File: src/pkg/fdp_params.svh
// Constants for the front side bus data-phase signalling block.
// Assumes inclusion by bare name from the package and design files.
`ifndef FDP_PARAMS_SVH
`define FDP_PARAMS_SVH

`define FDP_DATA_W 64
`define FDP_GROUP_W 16
`define FDP_GROUPS 4
`define FDP_XFER_CNT_W 4
`define FDP_DEF_BEATS 4'h4

`endif

File: src/pkg/fdp_pkg.sv
// Types for the front side bus data-phase signalling block.
// Assumes fdp_params.svh is on the include path.
`include "fdp_params.svh"

package fdp_pkg;
   typedef enum logic [1:0] {
      FDP_IDLE,
      FDP_XFER,
      FDP_GAP
   } fdp_state_type;
endpackage

File: src/design/fdp_data_phase.sv
// Data-phase signalling of one front side bus agent: busy, data valid, parity, postpone input.
// Assumes the bus pins arrive asynchronously and are resolved outside from the output enables.
// ----------------------------------------------------------------------------
// Function
// [RULE1] The data driver holds busy asserted while it uses the bus, and the bus is free only after busy deasserts.
// [RULE2] An agent asserts postpone when a transaction cannot be guaranteed in-order completion; here it is an input.
// [RULE3] The addressed memory or I/O agent, not this agent, normally asserts postpone.
// [RULE4] Four parity lines protect all 64 data lines and are valid with each data transfer.
// [RULE5] Only the agent driving the data bus drives the parity lines.
// [RULE6] The driver asserts data valid on each transfer and may deassert it to insert idle clocks.
// [RULE7] Each parity line is even parity over one 16-bit group, and receivers check it against their own.
// ----------------------------------------------------------------------------
`timescale 1ns/1ps
`default_nettype none
`include "fdp_params.svh"

module fdp_data_phase
   import fdp_pkg::*;
#(
   parameter int DATA_W = `FDP_DATA_W,
   parameter int GROUPS = `FDP_GROUPS
)
(
   input wire logic mclk_i,
   input wire logic srst_i,
   // Local side
   input wire logic xfer_start_i,
   input wire logic [`FDP_XFER_CNT_W-1:0] xfer_beats_i,
   input wire logic beat_ok_i,
   input wire logic [DATA_W-1:0] tx_data_i,
   output logic beat_taken_o,
   output logic xfer_busy_o,
   output logic [DATA_W-1:0] rx_data_o,
   output logic rx_valid_o,
   output logic parity_err_o,
   output logic postpone_o,
   output logic bus_free_o,
   // Bus pins, active low
   input wire logic data_bus_busy_n_i,
   output logic data_bus_busy_n_o,
   output logic data_bus_busy_n_oe_o,
   input wire logic data_valid_n_i,
   output logic data_valid_n_o,
   output logic data_valid_n_oe_o,
   input wire logic [DATA_W-1:0] data_n_i,
   output logic [DATA_W-1:0] data_n_o,
   output logic data_n_oe_o,
   input wire logic [GROUPS-1:0] data_parity_n_i,
   output logic [GROUPS-1:0] data_parity_n_o,
   output logic data_parity_n_oe_o,
   input wire logic txn_postpone_n_i
);

   // ----------------------------------------------------------------------------
   // Parity helper
   // ----------------------------------------------------------------------------
   function automatic logic [GROUPS-1:0] group_parity(input logic [DATA_W-1:0] d);
      logic [GROUPS-1:0] p;
      p = '0;
      for (int g = 0; g < GROUPS; g++)
      begin
         p[g] = ^d[g*`FDP_GROUP_W +: `FDP_GROUP_W]; // [RULE7]
      end
      return p;
   endfunction

   // ----------------------------------------------------------------------------
   // Input synchronisers
   // ----------------------------------------------------------------------------
   logic [DATA_W+GROUPS+2:0] sync1_reg;
   logic [DATA_W+GROUPS+2:0] sync2_reg;

   always_ff @(posedge mclk_i)
   begin
      if (srst_i)
      begin
         sync1_reg <= '1;
         sync2_reg <= '1;
      end
      else
      begin
         sync1_reg <= {txn_postpone_n_i, data_bus_busy_n_i, data_valid_n_i, data_parity_n_i, data_n_i};
         sync2_reg <= sync1_reg;
      end
   end

   logic [DATA_W-1:0] s_data;
   logic [GROUPS-1:0] s_par;
   logic s_valid;
   logic s_busy;
   logic s_postpone;
   assign s_data = ~sync2_reg[DATA_W-1:0];
   assign s_par = ~sync2_reg[DATA_W +: GROUPS];
   assign s_valid = ~sync2_reg[DATA_W+GROUPS];
   assign s_busy = ~sync2_reg[DATA_W+GROUPS+1];
   assign s_postpone = ~sync2_reg[DATA_W+GROUPS+2];

   // ----------------------------------------------------------------------------
   // Transmit state machine
   // ----------------------------------------------------------------------------
   fdp_state_type state_reg;
   logic [`FDP_XFER_CNT_W-1:0] beats_reg;
   logic drive_beat;

   assign xfer_busy_o = (state_reg != FDP_IDLE);
   assign drive_beat = xfer_busy_o && beat_ok_i;
   assign beat_taken_o = drive_beat;

   always_ff @(posedge mclk_i)
   begin
      if (srst_i)
      begin
         state_reg <= FDP_IDLE;
         beats_reg <= '0;
      end
      else
      begin
         case (state_reg)
            FDP_IDLE:
            begin
               if (xfer_start_i && bus_free_o) // [RULE1]
               begin
                  state_reg <= FDP_XFER;
                  beats_reg <= (xfer_beats_i == '0) ? `FDP_DEF_BEATS : xfer_beats_i;
               end
            end
            FDP_XFER, FDP_GAP:
            begin
               if (drive_beat)
               begin
                  beats_reg <= beats_reg - 1'b1;
                  if (beats_reg == 4'h1)
                     state_reg <= FDP_IDLE;
                  else
                     state_reg <= FDP_XFER;
               end
               else
               begin
                  state_reg <= FDP_GAP; // [RULE6]
               end
            end
            default:
            begin
               state_reg <= FDP_IDLE;
            end
         endcase
      end
   end

   // ----------------------------------------------------------------------------
   // Pin drivers
   // ----------------------------------------------------------------------------
   always_ff @(posedge mclk_i)
   begin
      if (srst_i)
      begin
         data_bus_busy_n_o <= 1'b1;
         data_bus_busy_n_oe_o <= 1'b0;
         data_valid_n_o <= 1'b1;
         data_valid_n_oe_o <= 1'b0;
         data_n_o <= '1;
         data_n_oe_o <= 1'b0;
         data_parity_n_o <= '1;
         data_parity_n_oe_o <= 1'b0;
      end
      else
      begin
         data_bus_busy_n_o <= ~xfer_busy_o; // [RULE1]
         data_bus_busy_n_oe_o <= xfer_busy_o; // [RULE1]
         data_valid_n_o <= ~drive_beat; // [RULE6]
         data_valid_n_oe_o <= xfer_busy_o;
         data_n_oe_o <= xfer_busy_o;
         data_parity_n_oe_o <= xfer_busy_o; // [RULE5]
         if (drive_beat)
         begin
            data_n_o <= ~tx_data_i;
            data_parity_n_o <= ~group_parity(tx_data_i); // [RULE4]
         end
      end
   end

   // ----------------------------------------------------------------------------
   // Own-drive echo mask
   // ----------------------------------------------------------------------------
   logic echo1_reg;
   logic echo2_reg;
   logic rx_take;

   always_ff @(posedge mclk_i)
   begin
      if (srst_i)
      begin
         echo1_reg <= 1'b0;
         echo2_reg <= 1'b0;
      end
      else
      begin
         echo1_reg <= data_valid_n_oe_o;
         echo2_reg <= echo1_reg;
      end
   end

   // Own beats return through the synchronisers two clocks late; keep them out of the receive path
   assign rx_take = s_valid && !xfer_busy_o && !echo2_reg; // [RULE6]

   // ----------------------------------------------------------------------------
   // Receive side
   // ----------------------------------------------------------------------------
   always_ff @(posedge mclk_i)
   begin
      if (srst_i)
      begin
         rx_data_o <= '0;
         rx_valid_o <= 1'b0;
         parity_err_o <= 1'b0;
         postpone_o <= 1'b0;
         bus_free_o <= 1'b0;
      end
      else
      begin
         rx_valid_o <= rx_take; // [RULE6]
         parity_err_o <= rx_take && (group_parity(s_data) != s_par); // [RULE7]
         if (rx_take)
            rx_data_o <= s_data;
         postpone_o <= s_postpone; // [RULE2]
         bus_free_o <= !s_busy && !xfer_busy_o; // [RULE1]
      end
   end

endmodule
`default_nettype wire

File: config.mk
export PLATFORM = sky130hd
export DESIGN_NAME = fdp_data_phase
export DESIGN_NICKNAME = d
export VERILOG_FILES = /design/src/pkg/fdp_pkg.sv /design/src/design/fdp_data_phase.sv
export VERILOG_INCLUDE_DIRS = /design/src /design/src/pkg
export SDC_FILE = /design/constraint.sdc
export NUM_CORES = 1
export LEC_CHECK = 0
export BUFFER_PORTS_ARGS = -buffer_cell sky130_fd_sc_hd__buf_2
export CAP_MARGIN = 15
export CORE_ASPECT_RATIO = 0.6
export CORE_UTILIZATION = 51
export DETAILED_ROUTE_END_ITERATION = 7
export PLACE_DENSITY_LB_ADDON = 0.1
export SLEW_MARGIN = 15
export SYNTH_ARGS = -nofsm -noshare
export SYNTH_HDL_FRONTEND = slang
export SYNTH_SLANG_ARGS = --single-unit
File: constraint.sdc
create_clock -name mclk_i -period 2 [get_ports mclk_i]
set_input_delay 0.2 -clock mclk_i [delete_from_list [all_inputs] [get_ports mclk_i]]
set_output_delay 0.2 -clock mclk_i [all_outputs]
set_load 0.1 [all_outputs]
; After elaboration in Yosys (flattened, before gate mapping)
; Index checks and enable logic that the tools add are counted.
[op_classes]
n_addsub = 1
n_eq_ne = 6
n_mux = 8
bitwise = 8
n_reduce_logical = 22
[op_table]
columns = cell, count
row1 = 64-bit NOT, 2
row2 = 16-bit XOR reduction, 8
row3 = 4-bit 2-to-1 mux, 3
row4 = 4-bit NOT, 2
row5 = 4-bit one-hot mux with 2 select lines, 1
row6 = 1-bit logical AND, 6
row7 = "4-bit by 1-bit equality test with 1-bit output, second input constant", 1
row8 = 4-bit logical NOT, 1
row9 = 2-bit 2-to-1 mux, 2
row10 = "2-bit != test, second input constant", 2
row11 = 4-bit != test, 1
row12 = 1-bit NOT, 4
row13 = 2-bit one-hot mux with 2 select lines, 1
row14 = 2-bit nonzero test, 2
row15 = "4-bit by 1-bit subtractor with 4-bit output, second input constant", 1
row16 = 3-bit AND reduction, 1
row17 = "2-bit by 1-bit equality test with 1-bit output, second input constant", 1
row18 = "2-bit equality test, second input constant", 1
row19 = 1-bit logical NOT, 2
row20 = 2-bit logical NOT, 1
row21 = 2-bit OR reduction, 1
row22 = 1-bit 2-to-1 mux, 1
[totals]
regBits = 289
inputBits = 143
out_inout_bits = 144
word_cells = 61

; Depth between registers and ports, before layout
[logic_depth]
depth_word = 5
depth_mapped = 9
depth_no_buf = 9

; Worst setup path before layout
; OpenSTA, ideal clock, no wires.
[synth_timing]
path_kind = register to register
start = register state_reg[0]
end = register beats_reg[1]
setup_ns = 0.086
arrival_ns = 2.806
path_slack_ns = -0.891
stages_incl_launch_ff = 10
period_less_slack_ns = 2.891
cell_sequence = dfxtp_1 inv_1 ha_1 inv_1 nand2_1 inv_1 mux2i_1 nor2_1 nor2_1 a211oi_1
[synth_between]
elab_chain_cells = 4
word_cells_on_any_way = 11
cone_classes = eq/ne: 4 / mux: 1 / reduce/logical: 6
[synth_rtl]
columns = element, line
row1 = from (decl), fdp_data_phase.sv:101  ; fdp_state_type state_reg;
row2 = from (signal assigned), fdp_data_phase.sv:113  ; state_reg <= FDP_IDLE;
row3 = from (signal assigned), fdp_data_phase.sv:123  ; state_reg <= FDP_XFER;
row4 = from (signal assigned), fdp_data_phase.sv:133  ; state_reg <= FDP_IDLE;
row5 = 2-bit nonzero test, fdp_data_phase.sv:105  ; assign xfer_busy_o = (state_reg != FDP_IDLE);
row6 = net xfer_busy_o, fdp_data_phase.sv:32  ; output logic xfer_busy_o,
row7 = 1-bit logical AND, fdp_data_phase.sv:106  ; assign drive_beat = xfer_busy_o && beat_ok_i;
row8 = net beat_taken_o, fdp_data_phase.sv:31  ; output logic beat_taken_o,
row9 = 2-bit != test (no line), -
row10 = 3-bit AND reduction (no line), -
row11 = to (signal assigned), fdp_data_phase.sv:124  ; beats_reg <= (xfer_beats_i == '0) ? `FDP_DEF_BEATS : xfer_beats_i;
row12 = to (signal assigned), fdp_data_phase.sv:131  ; beats_reg <= beats_reg - 1'b1;
row13 = to (decl), fdp_data_phase.sv:102  ; logic [`FDP_XFER_CNT_W-1:0] beats_reg;
; The timed path passes the listed nets, and every way through them passes these cells.
; A chain may end at the register's enable or synchronous reset.

; Worst setup path after layout
[layout_timing]
start = register state_reg[0]
end = output port xfer_busy_o
[layout_between]
elab_chain_cells = 1
[layout_rtl]
columns = element, line
row1 = 2-bit nonzero test, fdp_data_phase.sv:105
row2 = to (decl), fdp_data_phase.sv:32
; Every way passes these cells.

==> key figures <==
Run status
  – Status: completed

Route
  – Final ANT Viol Nets: 0
  – Vias/cell: 4.68
  – 1st-iter DRT viols: approximately 330
  – Drt pass-1 iters: 4
  – DRC Markers: 0
  – WL per Instance: 13.9 um
  – Routed via count: 7469
  – Routed WL: approximately 22 mm

Final layout
  – Most common cell after layout, fill and taps aside: dfxtp_1
  – Area grow syn2layout: 38.9%
  – Final #Nets: 1481
  – Fillers: roughly 1400
  – Multi-input gate area: approximately 3800 um2
  – Most frequent cells in the layout: 288 x dfxtp_1, 284 x buf_2, 142 x or2_2
  – N_diodes: 0
  – Final Cell Area: 13700 um2
  – Fraction of layout cells with a size suffix above 1: 0.362
  – Sequential cell area: 5790 um2

STA
  – Final setup violation count: 0
  – Final period utilization: 0.957
  – Max-slew violation count: 0
  – Fmax achieved: between 0.5 and 0.6 GHz
  – Max-slew headroom: 0.650
  – Clock Skew: about 0.016 ns
  – Worst Tran Pin Value: 0.525 ns
  – Final hold violation count: 0
  – Clock period minus worst slack: 1.91 ns
  – RSZ-0062 raised after global routing: no

Clock tree
  – CTS Buf Count: 26
  – Clk_lat worst skew: 0.52 ns
  – Clk buf depth: 3
  – Clock Tree Root: clkbuf_16
  – Clock tree from TritonCTS: done
  – CTS sink count: 289
  – # H-tree levels: 1
  – Worst-path clk slew: 0.06 ns

Hold path
  – Hold path start: xfer_beats_i[1]
  – Hold Path Class: input pin to flop

Logic synthesis
  – Netlist Area Pre-Place: about 10000 um2
  – Cell taking the most area after synthesis: dfxtp_1
  – Synth area leaders: dfxtp_1 58%, xnor2_1 9.6%, or2_2 9.0%
  – Syn Nets: 1083
  – Synth Instances: 936
  – Syn. warnings: 0
  – Top-area cell type share of the netlist area: 0.585
  – Post-synth cell types: 34
  – Count of state elements after synthesis: 289
  – Register area share after synthesis: 0.585
  – Syn avg cell area: around 11 um2

GRT
  – First-pass GRT wire length: roughly 35 mm
  – Total track usage: 0.217
  – Gr ovfl total: 0
  – Pin count of the biggest net entering global routing: approximately 140
  – Vias in the first global route: 6957
  – Initial antenna violation count: 1

Worst setup path
  – FF-to-FF Start: state_reg[0]
  – Setup CP Type: flop to output pin
  – Critical Path AT: roughly 1.7 ns
  – Required @ worst endpoint: 1.80 ns
  – Crit end category: output pin
  – Critical Path Start: state_reg[0]
  – Crit path max fanout: 4
  – Startpoint types: flop

Die
  – Core ar.: between 15000 and 20000 um2
  – Die height: 110 um
  – Initial core utilization: 0.520
  – Die ar.: 20000 um2
  – Die W: 182 um
  – IO Count: about 290
  – Rows: 39

Placed design
  – PortBufs: 286
  – Routability-driven placement congestion ratio: ~0.76
  – Placed cell area: ~12000 um2
  – Hpwl dp: approximately 14 mm

Run
  – Max Cap Violations: 0

Pwr
  – Tot Pwr: 20.1 mW
  – Worst vdd rail ir drop: 1.00 mV
  – Power Density: 1460 nW/um2
  – Leak: 5.93 nW
report_power, final:
| part | switching, mW | internal, mW | total [mW] |
|---|---|---|---|
| clock network | 2.02 | 2.73 | 4.75 |
| registers | 0.405 | 6.57 | 6.98 |
| logic | 6.51 | 1.86 | 8.37 |
| total | 8.94 | 11.2 | 20.1 |
layout make-up:
cell class              instances  area share
multi-input cells             573       0.278
repair buffers                434       0.216
inverters                      10     0.00328
clock buffers                  37      0.0548
flip-flops and latches        289       0.421
well taps                     246      0.0224
clock inverters                 6     0.00401
path summary, 6_finish.rpt:
check,end,slack [ns],cells past startpoint
worst max register to register,beats_reg[1],0.25,9
worst min register to register,postpone_o,0.39,1
worst max-delay path,xfer_busy_o,0.09,4
worst min-delay path,beats_reg[1],0.03,3
timing repair:
item,4_1_cts,5_1_grt
setup endpoints to repair,1,1
pin swaps,0,1
buffers inserted,0,3
hold buffers,137,0
hold endpoints to repair,137,0
resized for setup,2,2
metal layers:
metal / GRT usage / wire [um] / up-vias
li1: - / - / 3886
met1: 0.297 / 10700 / 3357
met2: 0.345 / 9730 / 193
met3: 0.0547 / 1300 / 31
met4: 0.0551 / 393 / 2
met5: 0 / 13 / -
synth_stat cells (all sizes together):
master / instances
xnor3: 4
a31oi: 1
o31a: 1
inv: 10
clkbuf: 38
o31ai: 2
a211oi: 65
buf: 26
nor4b: 1
nor2: 71
xnor2: 108
or3: 1
a41oi: 1
a21oi: 6
xor2: 8
o41ai: 1
and3: 1
mux2i: 2
dfxtp: 289
o211ai: 68
or2: 142
nor2b: 4
o22ai: 1
nand2: 76
nor3: 2
mux2: 1
o21ai: 1
ha: 4
nor4: 1
cells by family after synthesis:
family / count (synthesis) / share of synthesized area
mux: 3 / 0.00316
buf+inv: 74 / 0.0330
xor+xnor: 120 / 0.112
simple gates: 299 / 0.152
compound gates: 147 / 0.110
flops: 289 / 0.585
fa+ha+maj: 4 / 0.00506
through the flow:
stage               cells  hold slack, ns  worst slack (ns)  utilization  TNS [ns]
floorplan             936           0.262            -0.438            -     -3.57
global placement     1412           0.370             0.294        0.606         0
detailed placement   1412           0.384             0.265        0.606         0
CTS                  1592          0.0162            0.0156        0.720         0
global route         1595          0.0351            0.0267        0.722         0
finish               1595          0.0333            0.0851        0.722         0
worst max-delay path, stage by stage, from the launching register on:
cell	delay, ns
dfxtp_1	0.38
inv_2	0.06
ha_4	0.17
clkinvlp_4	0.12
buf_2	0.45
Note: power is estimated with default switching activity, not from simulation.
